[src/shared/pwm_bank_pkg.sv]
package pwm_bank_pkg;

    // Register word width on the serial side
    localparam int unsigned WORD_W = 16;

    // Register selectors presented by the serial front end
    localparam logic [2:0] SEL_STATUS0 = 3'h0;
    localparam logic [2:0] SEL_CTRL5   = 3'h5;
    localparam logic [2:0] SEL_CTRL6   = 3'h6;
    localparam logic [2:0] SEL_CONFIG  = 3'h7;

    // Duty field layout, shared by both control words
    localparam int unsigned DUTY_W      = 7;
    localparam int unsigned DUTY_HI_LSB = 8;
    localparam int unsigned DUTY_LO_LSB = 0;

    // Single-bit field positions
    localparam int unsigned RATE_BIT   = 7;
    localparam int unsigned BRIDGE_BIT = 6;
    localparam int unsigned TW_BIT     = 3;
    localparam int unsigned OL_BIT     = 1;
    localparam int unsigned WD_BIT     = 0;

    // Status word zero layout
    localparam int unsigned OC_W   = 6;
    localparam int unsigned OC_LSB = 4;
    localparam int unsigned DS_W   = 4;
    localparam int unsigned DS_LSB = 0;

    // Reset values
    localparam logic [DUTY_W-1:0] DUTY_RST = 7'h00;
    localparam logic              BIT_RST  = 1'b0;
    localparam logic [WORD_W-1:0] WORD_RST = 16'h0000;

    // Extract a duty field from a written word
    function automatic logic [DUTY_W-1:0] duty_field(input logic [WORD_W-1:0] word,
                                                     input int unsigned      lsb);
        duty_field = word[lsb +: DUTY_W];
    endfunction : duty_field

endpackage : pwm_bank_pkg

[src/verilog/sticky_flag_bank.sv]
// Synchronised sticky event flags with set-over-clear priority
module sticky_flag_bank
#(
    parameter int unsigned WIDTH = 10
)
(
    input  wire logic             clk_sys,
    input  wire logic             arst_n,
    input  wire logic [WIDTH-1:0] event_in,
    input  wire logic             clear,
    output logic      [WIDTH-1:0] flags
);
    import pwm_bank_pkg::*;

    // Refuse an empty bank
    if (WIDTH < 1)
    begin : g_bad_width
        $error("sticky_flag_bank needs WIDTH of at least one");
    end

    typedef struct packed {
        logic [WIDTH-1:0] sync_a;   // First stage, read only by second stage
        logic [WIDTH-1:0] sync_b;   // Second stage, safe to use
        logic [WIDTH-1:0] sticky;   // Held flags
    } flag_state_s;

    flag_state_s state;         // Registered state
    flag_state_s next_state;    // Next value

    ////////////////////////////////////////////////////////////////////////
    // Next state: an event in the clear cycle survives the clear
    always_comb
    begin
        next_state        = state;
        next_state.sync_a = event_in;
        next_state.sync_b = state.sync_a;
        next_state.sticky = (clear ? '0 : state.sticky) | state.sync_b;
    end

    ////////////////////////////////////////////////////////////////////////
    // State register
    always_ff @(posedge clk_sys or negedge arst_n)
    begin
        if (!arst_n)
        begin
            state <= '0;
        end
        else
        begin
            state <= next_state;
        end
    end

    assign flags = state.sticky;

endmodule : sticky_flag_bank

[src/verilog/pwm_config_status_bank.sv]
// Functional notes
// - Channel b duty in control five 14:8
// - Channel a duty in control five 6:0
// - Channel d duty in control six 14:8
// - Channel c duty in control six 6:0
// - Control five bit 7 selects 122/244 Hz
// - Bridge enabled only while config bit 6
// - Config bit 3 masks thermal warning globally
// - Config bit 1 masks open-load globally
// - Sticky overcurrent flags in status bits 9:4
// - Sticky drain monitor flags in bits 3:0
module pwm_config_status_bank
(
    input  wire logic                              clk_sys,
    input  wire logic                              arst_n,
    input  wire logic [2:0]                        reg_sel,
    input  wire logic                              reg_wr,
    input  wire logic                              reg_rd,
    input  wire logic [pwm_bank_pkg::WORD_W-1:0]   reg_wdata,
    output logic      [pwm_bank_pkg::WORD_W-1:0]   reg_rdata,
    input  wire logic [pwm_bank_pkg::OC_W-1:0]     overcurrent_event,
    input  wire logic [pwm_bank_pkg::DS_W-1:0]     drain_monitor_event,
    input  wire logic                              thermal_warning_in,
    input  wire logic                              open_load_in,
    output logic      [pwm_bank_pkg::DUTY_W-1:0]   duty_channel_a,
    output logic      [pwm_bank_pkg::DUTY_W-1:0]   duty_channel_b,
    output logic      [pwm_bank_pkg::DUTY_W-1:0]   duty_channel_c,
    output logic      [pwm_bank_pkg::DUTY_W-1:0]   duty_channel_d,
    output logic                                   base_rate_select,
    output logic                                   bridge_enable,
    output logic                                   thermal_warning_mask,
    output logic                                   open_load_mask,
    output logic                                   watchdog_bit,
    output logic                                   global_status
);
    import pwm_bank_pkg::*;

    localparam int unsigned FLAG_W = OC_W + DS_W;   // Status word zero flag count

    // Refuse a package layout that the read mux cannot place in one word
    // (fields overlapping each other or running past the top bit)
    if ((OC_LSB + OC_W > WORD_W) || (DS_LSB + DS_W > OC_LSB)
        || (DUTY_HI_LSB + DUTY_W > WORD_W) || (DUTY_LO_LSB + DUTY_W > RATE_BIT))
    begin : g_bad_layout
        $error("pwm_config_status_bank register layout does not fit the word");
    end

    ////////////////////////////////////////////////////////////////////////
    // Register map as the serial front end presents it:
    //   Selector 5: channel b duty 14:8, base rate 7, channel a duty 6:0
    //   Selector 6: channel d duty 14:8, channel c duty 6:0
    //   Selector 7: bridge enable 6, thermal mask 3, open-load mask 1, watchdog 0
    //   Selector 0: overcurrent flags 9:4, drain monitor flags 3:0
    // Bit 15 and every other unnamed bit read back zero. A read and a write in
    // one cycle see the old contents, so the host never reads its own write back
    // in that cycle; it needs one more access to confirm it.
    // All block state except the sticky flags sits in one record; next_state is its combinational copy.

    typedef struct packed {
        logic [DUTY_W-1:0] duty_a;      // Channel a duty
        logic [DUTY_W-1:0] duty_b;      // Channel b duty
        logic [DUTY_W-1:0] duty_c;      // Channel c duty
        logic [DUTY_W-1:0] duty_d;      // Channel d duty
        logic              rate;        // Base rate select
        logic              bridge;      // Bridge enable
        logic              tw_mask;     // Thermal warning mask
        logic              ol_mask;     // Open-load mask
        logic              wd;          // Watchdog bit
        logic [1:0]        tw_sync;     // Thermal warning synchroniser
        logic [1:0]        ol_sync;     // Open-load synchroniser
        logic [WORD_W-1:0] rdata;       // Read data register
        logic              global_flag; // Global status indication
    } bank_state_s;

    bank_state_s       state;       // Registered state
    bank_state_s       next_state;  // Next value
    // Flags live in the sub-bank because they need their own set/clear rule
    logic [FLAG_W-1:0] flags;       // Sticky status flags
    logic              status_clr;  // Read of status word zero clears it

    ////////////////////////////////////////////////////////////////////////
    // Read image of one control word: two duty fields, every other bit zero
    function automatic logic [WORD_W-1:0] duty_pair_word(input logic [DUTY_W-1:0] hi,
                                                         input logic [DUTY_W-1:0] lo);
        duty_pair_word                        = WORD_RST;
        duty_pair_word[DUTY_HI_LSB +: DUTY_W] = hi;
        duty_pair_word[DUTY_LO_LSB +: DUTY_W] = lo;
    endfunction : duty_pair_word

    ////////////////////////////////////////////////////////////////////////
    // Status flags: reading the word is the clear. Only the read strobe clears,
    // so a selector that wanders between accesses cannot lose a flag; the flag
    // bank synchronises the raw event levels itself.
    assign status_clr = reg_rd && (reg_sel == SEL_STATUS0);

    // Overcurrent flags sit above the drain monitor flags, as in the status word

    sticky_flag_bank
    #(
        .WIDTH (FLAG_W)
    )
    u_flags
    (
        .clk_sys  (clk_sys),
        .arst_n   (arst_n),
        .event_in ({overcurrent_event, drain_monitor_event}),
        .clear    (status_clr),
        .flags    (flags)
    );

    ////////////////////////////////////////////////////////////////////////
    // Next state: writes, read mux, global indication
    always_comb
    begin
        next_state = state;

        // Analog warnings arrive unsynchronised
        // Only the second stage feeds the global mux; the first may be metastable
        next_state.tw_sync = {state.tw_sync[0], thermal_warning_in};
        next_state.ol_sync = {state.ol_sync[0], open_load_in};

        // Reserved bits are simply dropped; the host is expected to write zero
        // A write to a word takes every implemented field of it at once
        if (reg_wr)
        begin
            case (reg_sel)
                SEL_CTRL5:
                begin
                    next_state.duty_b = duty_field(reg_wdata, DUTY_HI_LSB);
                    next_state.duty_a = duty_field(reg_wdata, DUTY_LO_LSB);
                    next_state.rate   = reg_wdata[RATE_BIT];
                end
                SEL_CTRL6:
                begin
                    next_state.duty_d = duty_field(reg_wdata, DUTY_HI_LSB);
                    next_state.duty_c = duty_field(reg_wdata, DUTY_LO_LSB);
                end
                SEL_CONFIG:
                begin
                    next_state.bridge  = reg_wdata[BRIDGE_BIT];
                    next_state.tw_mask = reg_wdata[TW_BIT];
                    next_state.ol_mask = reg_wdata[OL_BIT];
                    next_state.wd      = reg_wdata[WD_BIT];
                end
                default:
                begin
                    // Status and unmapped selectors ignore writes
                end
            endcase
        end

        // Read data; reserved and unmapped bits read zero
        // Read data is registered and stands until the next read strobe
        if (reg_rd)
        begin
            next_state.rdata = WORD_RST;
            case (reg_sel)
                SEL_CTRL5:
                begin
                    // Rate bit sits between the two duty fields
                    next_state.rdata = duty_pair_word(state.duty_b, state.duty_a);
                    next_state.rdata[RATE_BIT] = state.rate;
                end
                SEL_CTRL6:
                begin
                    next_state.rdata = duty_pair_word(state.duty_d, state.duty_c);
                end
                SEL_CONFIG:
                begin
                    next_state.rdata[BRIDGE_BIT] = state.bridge;
                    next_state.rdata[TW_BIT]     = state.tw_mask;
                    next_state.rdata[OL_BIT]     = state.ol_mask;
                    next_state.rdata[WD_BIT]     = state.wd;
                end
                SEL_STATUS0:
                begin
                    next_state.rdata[OC_LSB +: OC_W] = flags[DS_W +: OC_W];
                    next_state.rdata[DS_LSB +: DS_W] = flags[DS_W-1:0];
                end
                default:
                begin
                    next_state.rdata = WORD_RST;
                end
            endcase
        end

        // Global indication: masked warnings never reach it
        // Sticky flags are never masked; the masks act only on the live warnings
        next_state.global_flag = (|flags)
                               | (state.tw_sync[1] & ~state.tw_mask)
                               | (state.ol_sync[1] & ~state.ol_mask);
    end

    ////////////////////////////////////////////////////////////////////////
    // State register; all fields clear on reset
    // The asynchronous clear gives known outputs before the first clock edge
    always_ff @(posedge clk_sys or negedge arst_n)
    begin
        if (!arst_n)
        begin
            state <= '0;
        end
        else
        begin
            state <= next_state;
        end
    end

    ////////////////////////////////////////////////////////////////////////
    // Outputs straight from the state register
    // No logic sits between a state bit and its pin, so outputs never glitch
    assign duty_channel_a       = state.duty_a;
    assign duty_channel_b       = state.duty_b;
    assign duty_channel_c       = state.duty_c;
    assign duty_channel_d       = state.duty_d;
    assign base_rate_select     = state.rate;
    assign bridge_enable        = state.bridge;
    assign thermal_warning_mask = state.tw_mask;
    assign open_load_mask       = state.ol_mask;
    assign watchdog_bit         = state.wd;
    assign reg_rdata            = state.rdata;
    assign global_status        = state.global_flag;

endmodule : pwm_config_status_bank

[config.mk]
export PLATFORM = sky130hd
export DESIGN_NAME = pwm_config_status_bank
export DESIGN_NICKNAME = d
export VERILOG_FILES = /design/src/shared/pwm_bank_pkg.sv /design/src/verilog/sticky_flag_bank.sv /design/src/verilog/pwm_config_status_bank.sv
export SDC_FILE = /design/constraint.sdc
export NUM_CORES = 1
export LEC_CHECK = 0
export ABC_CLOCK_PERIOD_IN_PS = 1250
export BUFFER_PORTS_ARGS = -buffer_cell sky130_fd_sc_hd__buf_2
export CORE_MARGIN = 2
export CORE_UTILIZATION = 53
export CTS_CLUSTER_SIZE = 24
export DETAILED_ROUTE_END_ITERATION = 8
export GPL_TIMING_DRIVEN = 0
export PLACE_DENSITY = 0.79
export SYNTH_ARGS = -nofsm -noshare
export SYNTH_HDL_FRONTEND = slang
export SYNTH_SLANG_ARGS = --single-unit
[constraint.sdc]
create_clock -name clk_sys -period 1.25 [get_ports clk_sys]
set_input_delay 0.0625 -clock clk_sys [delete_from_list [all_inputs] [get_ports clk_sys]]
set_output_delay 0.0625 -clock clk_sys [all_outputs]
set_load 0.02 [all_outputs]
==> results.md <==
* Status: complete, no violations
* Synth warnings at 0
* PortBufs at 79
* Seq cells post-synth at 83
* Area of the mapped netlist at 3566 um2
* Mapped Cells at 261
* Slew @ Worst Pin at 629.2 ps
* Minimum clock period at 1242 ps
* Largest net degree at the start of global routing at 68
* CP Max Fanout at 3
* Die Footprint at 7400 um2
* Antenna diodes at 0
* DRT Pass-1 Iters at 4
* GR Util All Layers at 22.46%
* Async SR Flop Fraction at 100.0%
* Placed Cells at 418
* Clk_skew at 11.98 ps
* Top post-synthesis cells by area: dfrtp_1 58%, buf_4 9.5%, mux2_2 8.2%
* DP Wirelength at 5168 um
* Via count at 2,411
* CTS tree: yes
* Fraction of layout cells with a size suffix above 1 at 49.74%
* Avg WL per Cell at 16.83 um
* First-pass GRT wire length at 12,530 um
* Critical Path RT at 1470 ps
* EDFF count, synth at 0
* RSZ-0062 raised after global routing: yes
* Final ANT Viol Nets at 0
* Critical path launch point type: register
* Clock transition at the registers of the reported paths at 100 ps
* Clk sink count at 83
* Total length of routed wires at 7861 um
* Worst vdd ir at 0.001061 V
* Pwr Density at 1514 nW/um2
* Root buf cell: clkbuf_8
* Slew Limit Headroom at 57.61%
* Die H at 86.03 um
* Core Area at 6422 um2
* Synthesized area per cell at 13.66 um2
* Commonest non-fill, non-tap cells in the layout: 83 x dfrtp_1, 80 x buf_2, 51 x buf_4, 28 x dlygate4sd3_1, 25 x mux2_2
* CTS H-tree depth at 3
* Bufs on Longest Clock Path at 2
* Netlist cell types at 36
* Fin nets at 420
* Row count at 29
* Post-route DRC at 0
* Most common cell after layout, fill and taps aside: dfrtp_1
* # setup viols final at 0
* CP Data Arrival Time at 1460 ps
* Max Fclk at 805.3 MHz
* Initial Utilization at 55.52%
* Post-synthesis sequential area ratio at 58.25%
* Number of global-route vias before repair at 2,458
* Hold slack at 76.65 ps
* Worst Setup Path Type: reg -> reg
* Max Cap Viol at 0
* Top cell type's share of synthesized area at 58.25%
* Post-Layout Cell Count at 467
* Die width at 86.03 um
* Worst setup EP type: register
* Max-slew violation count at 0
* Routability cong. at 0.8141
* TritonCTS buffer count at 9
* Clk_lat worst skew at 350 ps
* Period utilisation layout at 99.35%
* Number of antenna violations at the first check in global routing at 0
* GR Overflow Total at 0
* Final Hold Vio Count at 0
* I/O pins at 85
* Top_reg_cell synth: dfrtp_1
* Setup TNS at 0 ps
* Via-to-Cell Ratio at 5.163
* Leak at 2.274 nW
* Post-Synthesis Net Count at 296
* Area delta synth->final at 29.61%
* Worst Hold Class: in -> reg
* Cell taking the most area after synthesis: dfrtp_1
* 1st-iter DRT viols at 157
[cell usage after synthesis (2+ instances only)]
library cell  count
dfrtp_1          83
buf_4            45
mux2_2           26
nor2_1           11
a21o_1           10
a221oi_1         10
mux2_4           10
o2bb2ai_1         8
and4b_1           6
nor2b_1           6
and3b_1           4
buf_6             4
clkbuf_1          4
nand2_1           4
buf_2             3
a222oi_1          2
a32oi_1           2
inv_1             2
nand3_1           2
nor4_1            2
o21ai_0           2
[per-stage QoR]
step	util, %	power, mW	area [um2]	setup WS [ps]
after global placement	63.18	4.903	4058	-452.8
after detailed placement	63.65	4.972	4088	-205.4
final	71.97	7.000	4622	8.181
after global routing	71.97	7.297	4622	-48.92
after CTS	71.36	6.967	4583	0.1882
after floorplan	-	4.414	3566	23.20
[area by class of cell]
cell class	count	area [um2]
buffer	56	412.9
timing repair buffer	113	749.5
clock inverter	7	76.32
clock buffer	9	123.9
fill	428	1800
sequential	83	2077
multi-input combinational	119	1075
tap	77	96.34
inverter	3	11.26
[worst max-delay path: stages (launching register included)]
cell	delay, ps
dfrtp_1	410
mux2_4	270
a222oi_1	330
o2bb2ai_1	110
[sequential cells by signal, indices dropped and copies added, names as in the netlist, 2 cells and up]
| name | flops |
|---|---|
| duty_channel_c | 7 |
| u_flags.next_state | 10 |
| reg_rdata | 15 |
| duty_channel_a | 7 |
| duty_channel_d | 7 |
| duty_channel_b | 7 |
| u_flags.state | 10 |
| next_state | 2 |
| state | 2 |
| u_flags.flags | 10 |
[what timing repair did]
item	4_1_cts	5_1_grt
buffers inserted	2	3
hold buffers	28	0
resized for setup	0	5
endpoints found under the hold margin	128	0
endpoints found under the setup margin	1	3
pin swaps	1	1
[logic make-up (layout without fill, tap and decap cells)]
kind of cell	count (synthesis)	after routing	synth area share [%]
mux	36	36	12.42
simple gates	40	40	7.719
xor+xnor	1	1	0.2457
other cells	1	1	0.1052
flops	83	83	58.25
compound gates	41	41	9.369
buf+inv	59	188	11.89
[metal layers]
metal	vias to the layer above	track usage, %	wire length [um]
met2	85	35.10	3960
met4	0	10.25	115
met5	-	0	0
li1	1138	-	-
met1	1177	30.36	3287
met3	11	4.716	498
[final timing paths]
kind | from | end | slack (ps) | cells after the start
worst min register to register | u_flags.next_state[14] | u_flags.state[14] | 350 | 0
worst max register to register | duty_channel_a[1] | reg_rdata[1] | 8 | 3
max in group asynchronous | arst_n | duty_channel_b[3] | 570 | 3
worst max-delay path | duty_channel_a[1] | reg_rdata[1] | 8 | 3
worst min-delay path | reg_rd | reg_rdata[13] | 80 | 3
min in group asynchronous | arst_n | u_flags.next_state[13] | 100 | 2
[where the power goes]
part	leakage (nW)	internal, mW	switching, mW
sequential	0.973	3.01	0.265
clock	0.103	0.798	1.13
combinational	1.20	0.963	0.834
total	2.27	4.77	2.23
(Power assumes the default switching activity.)
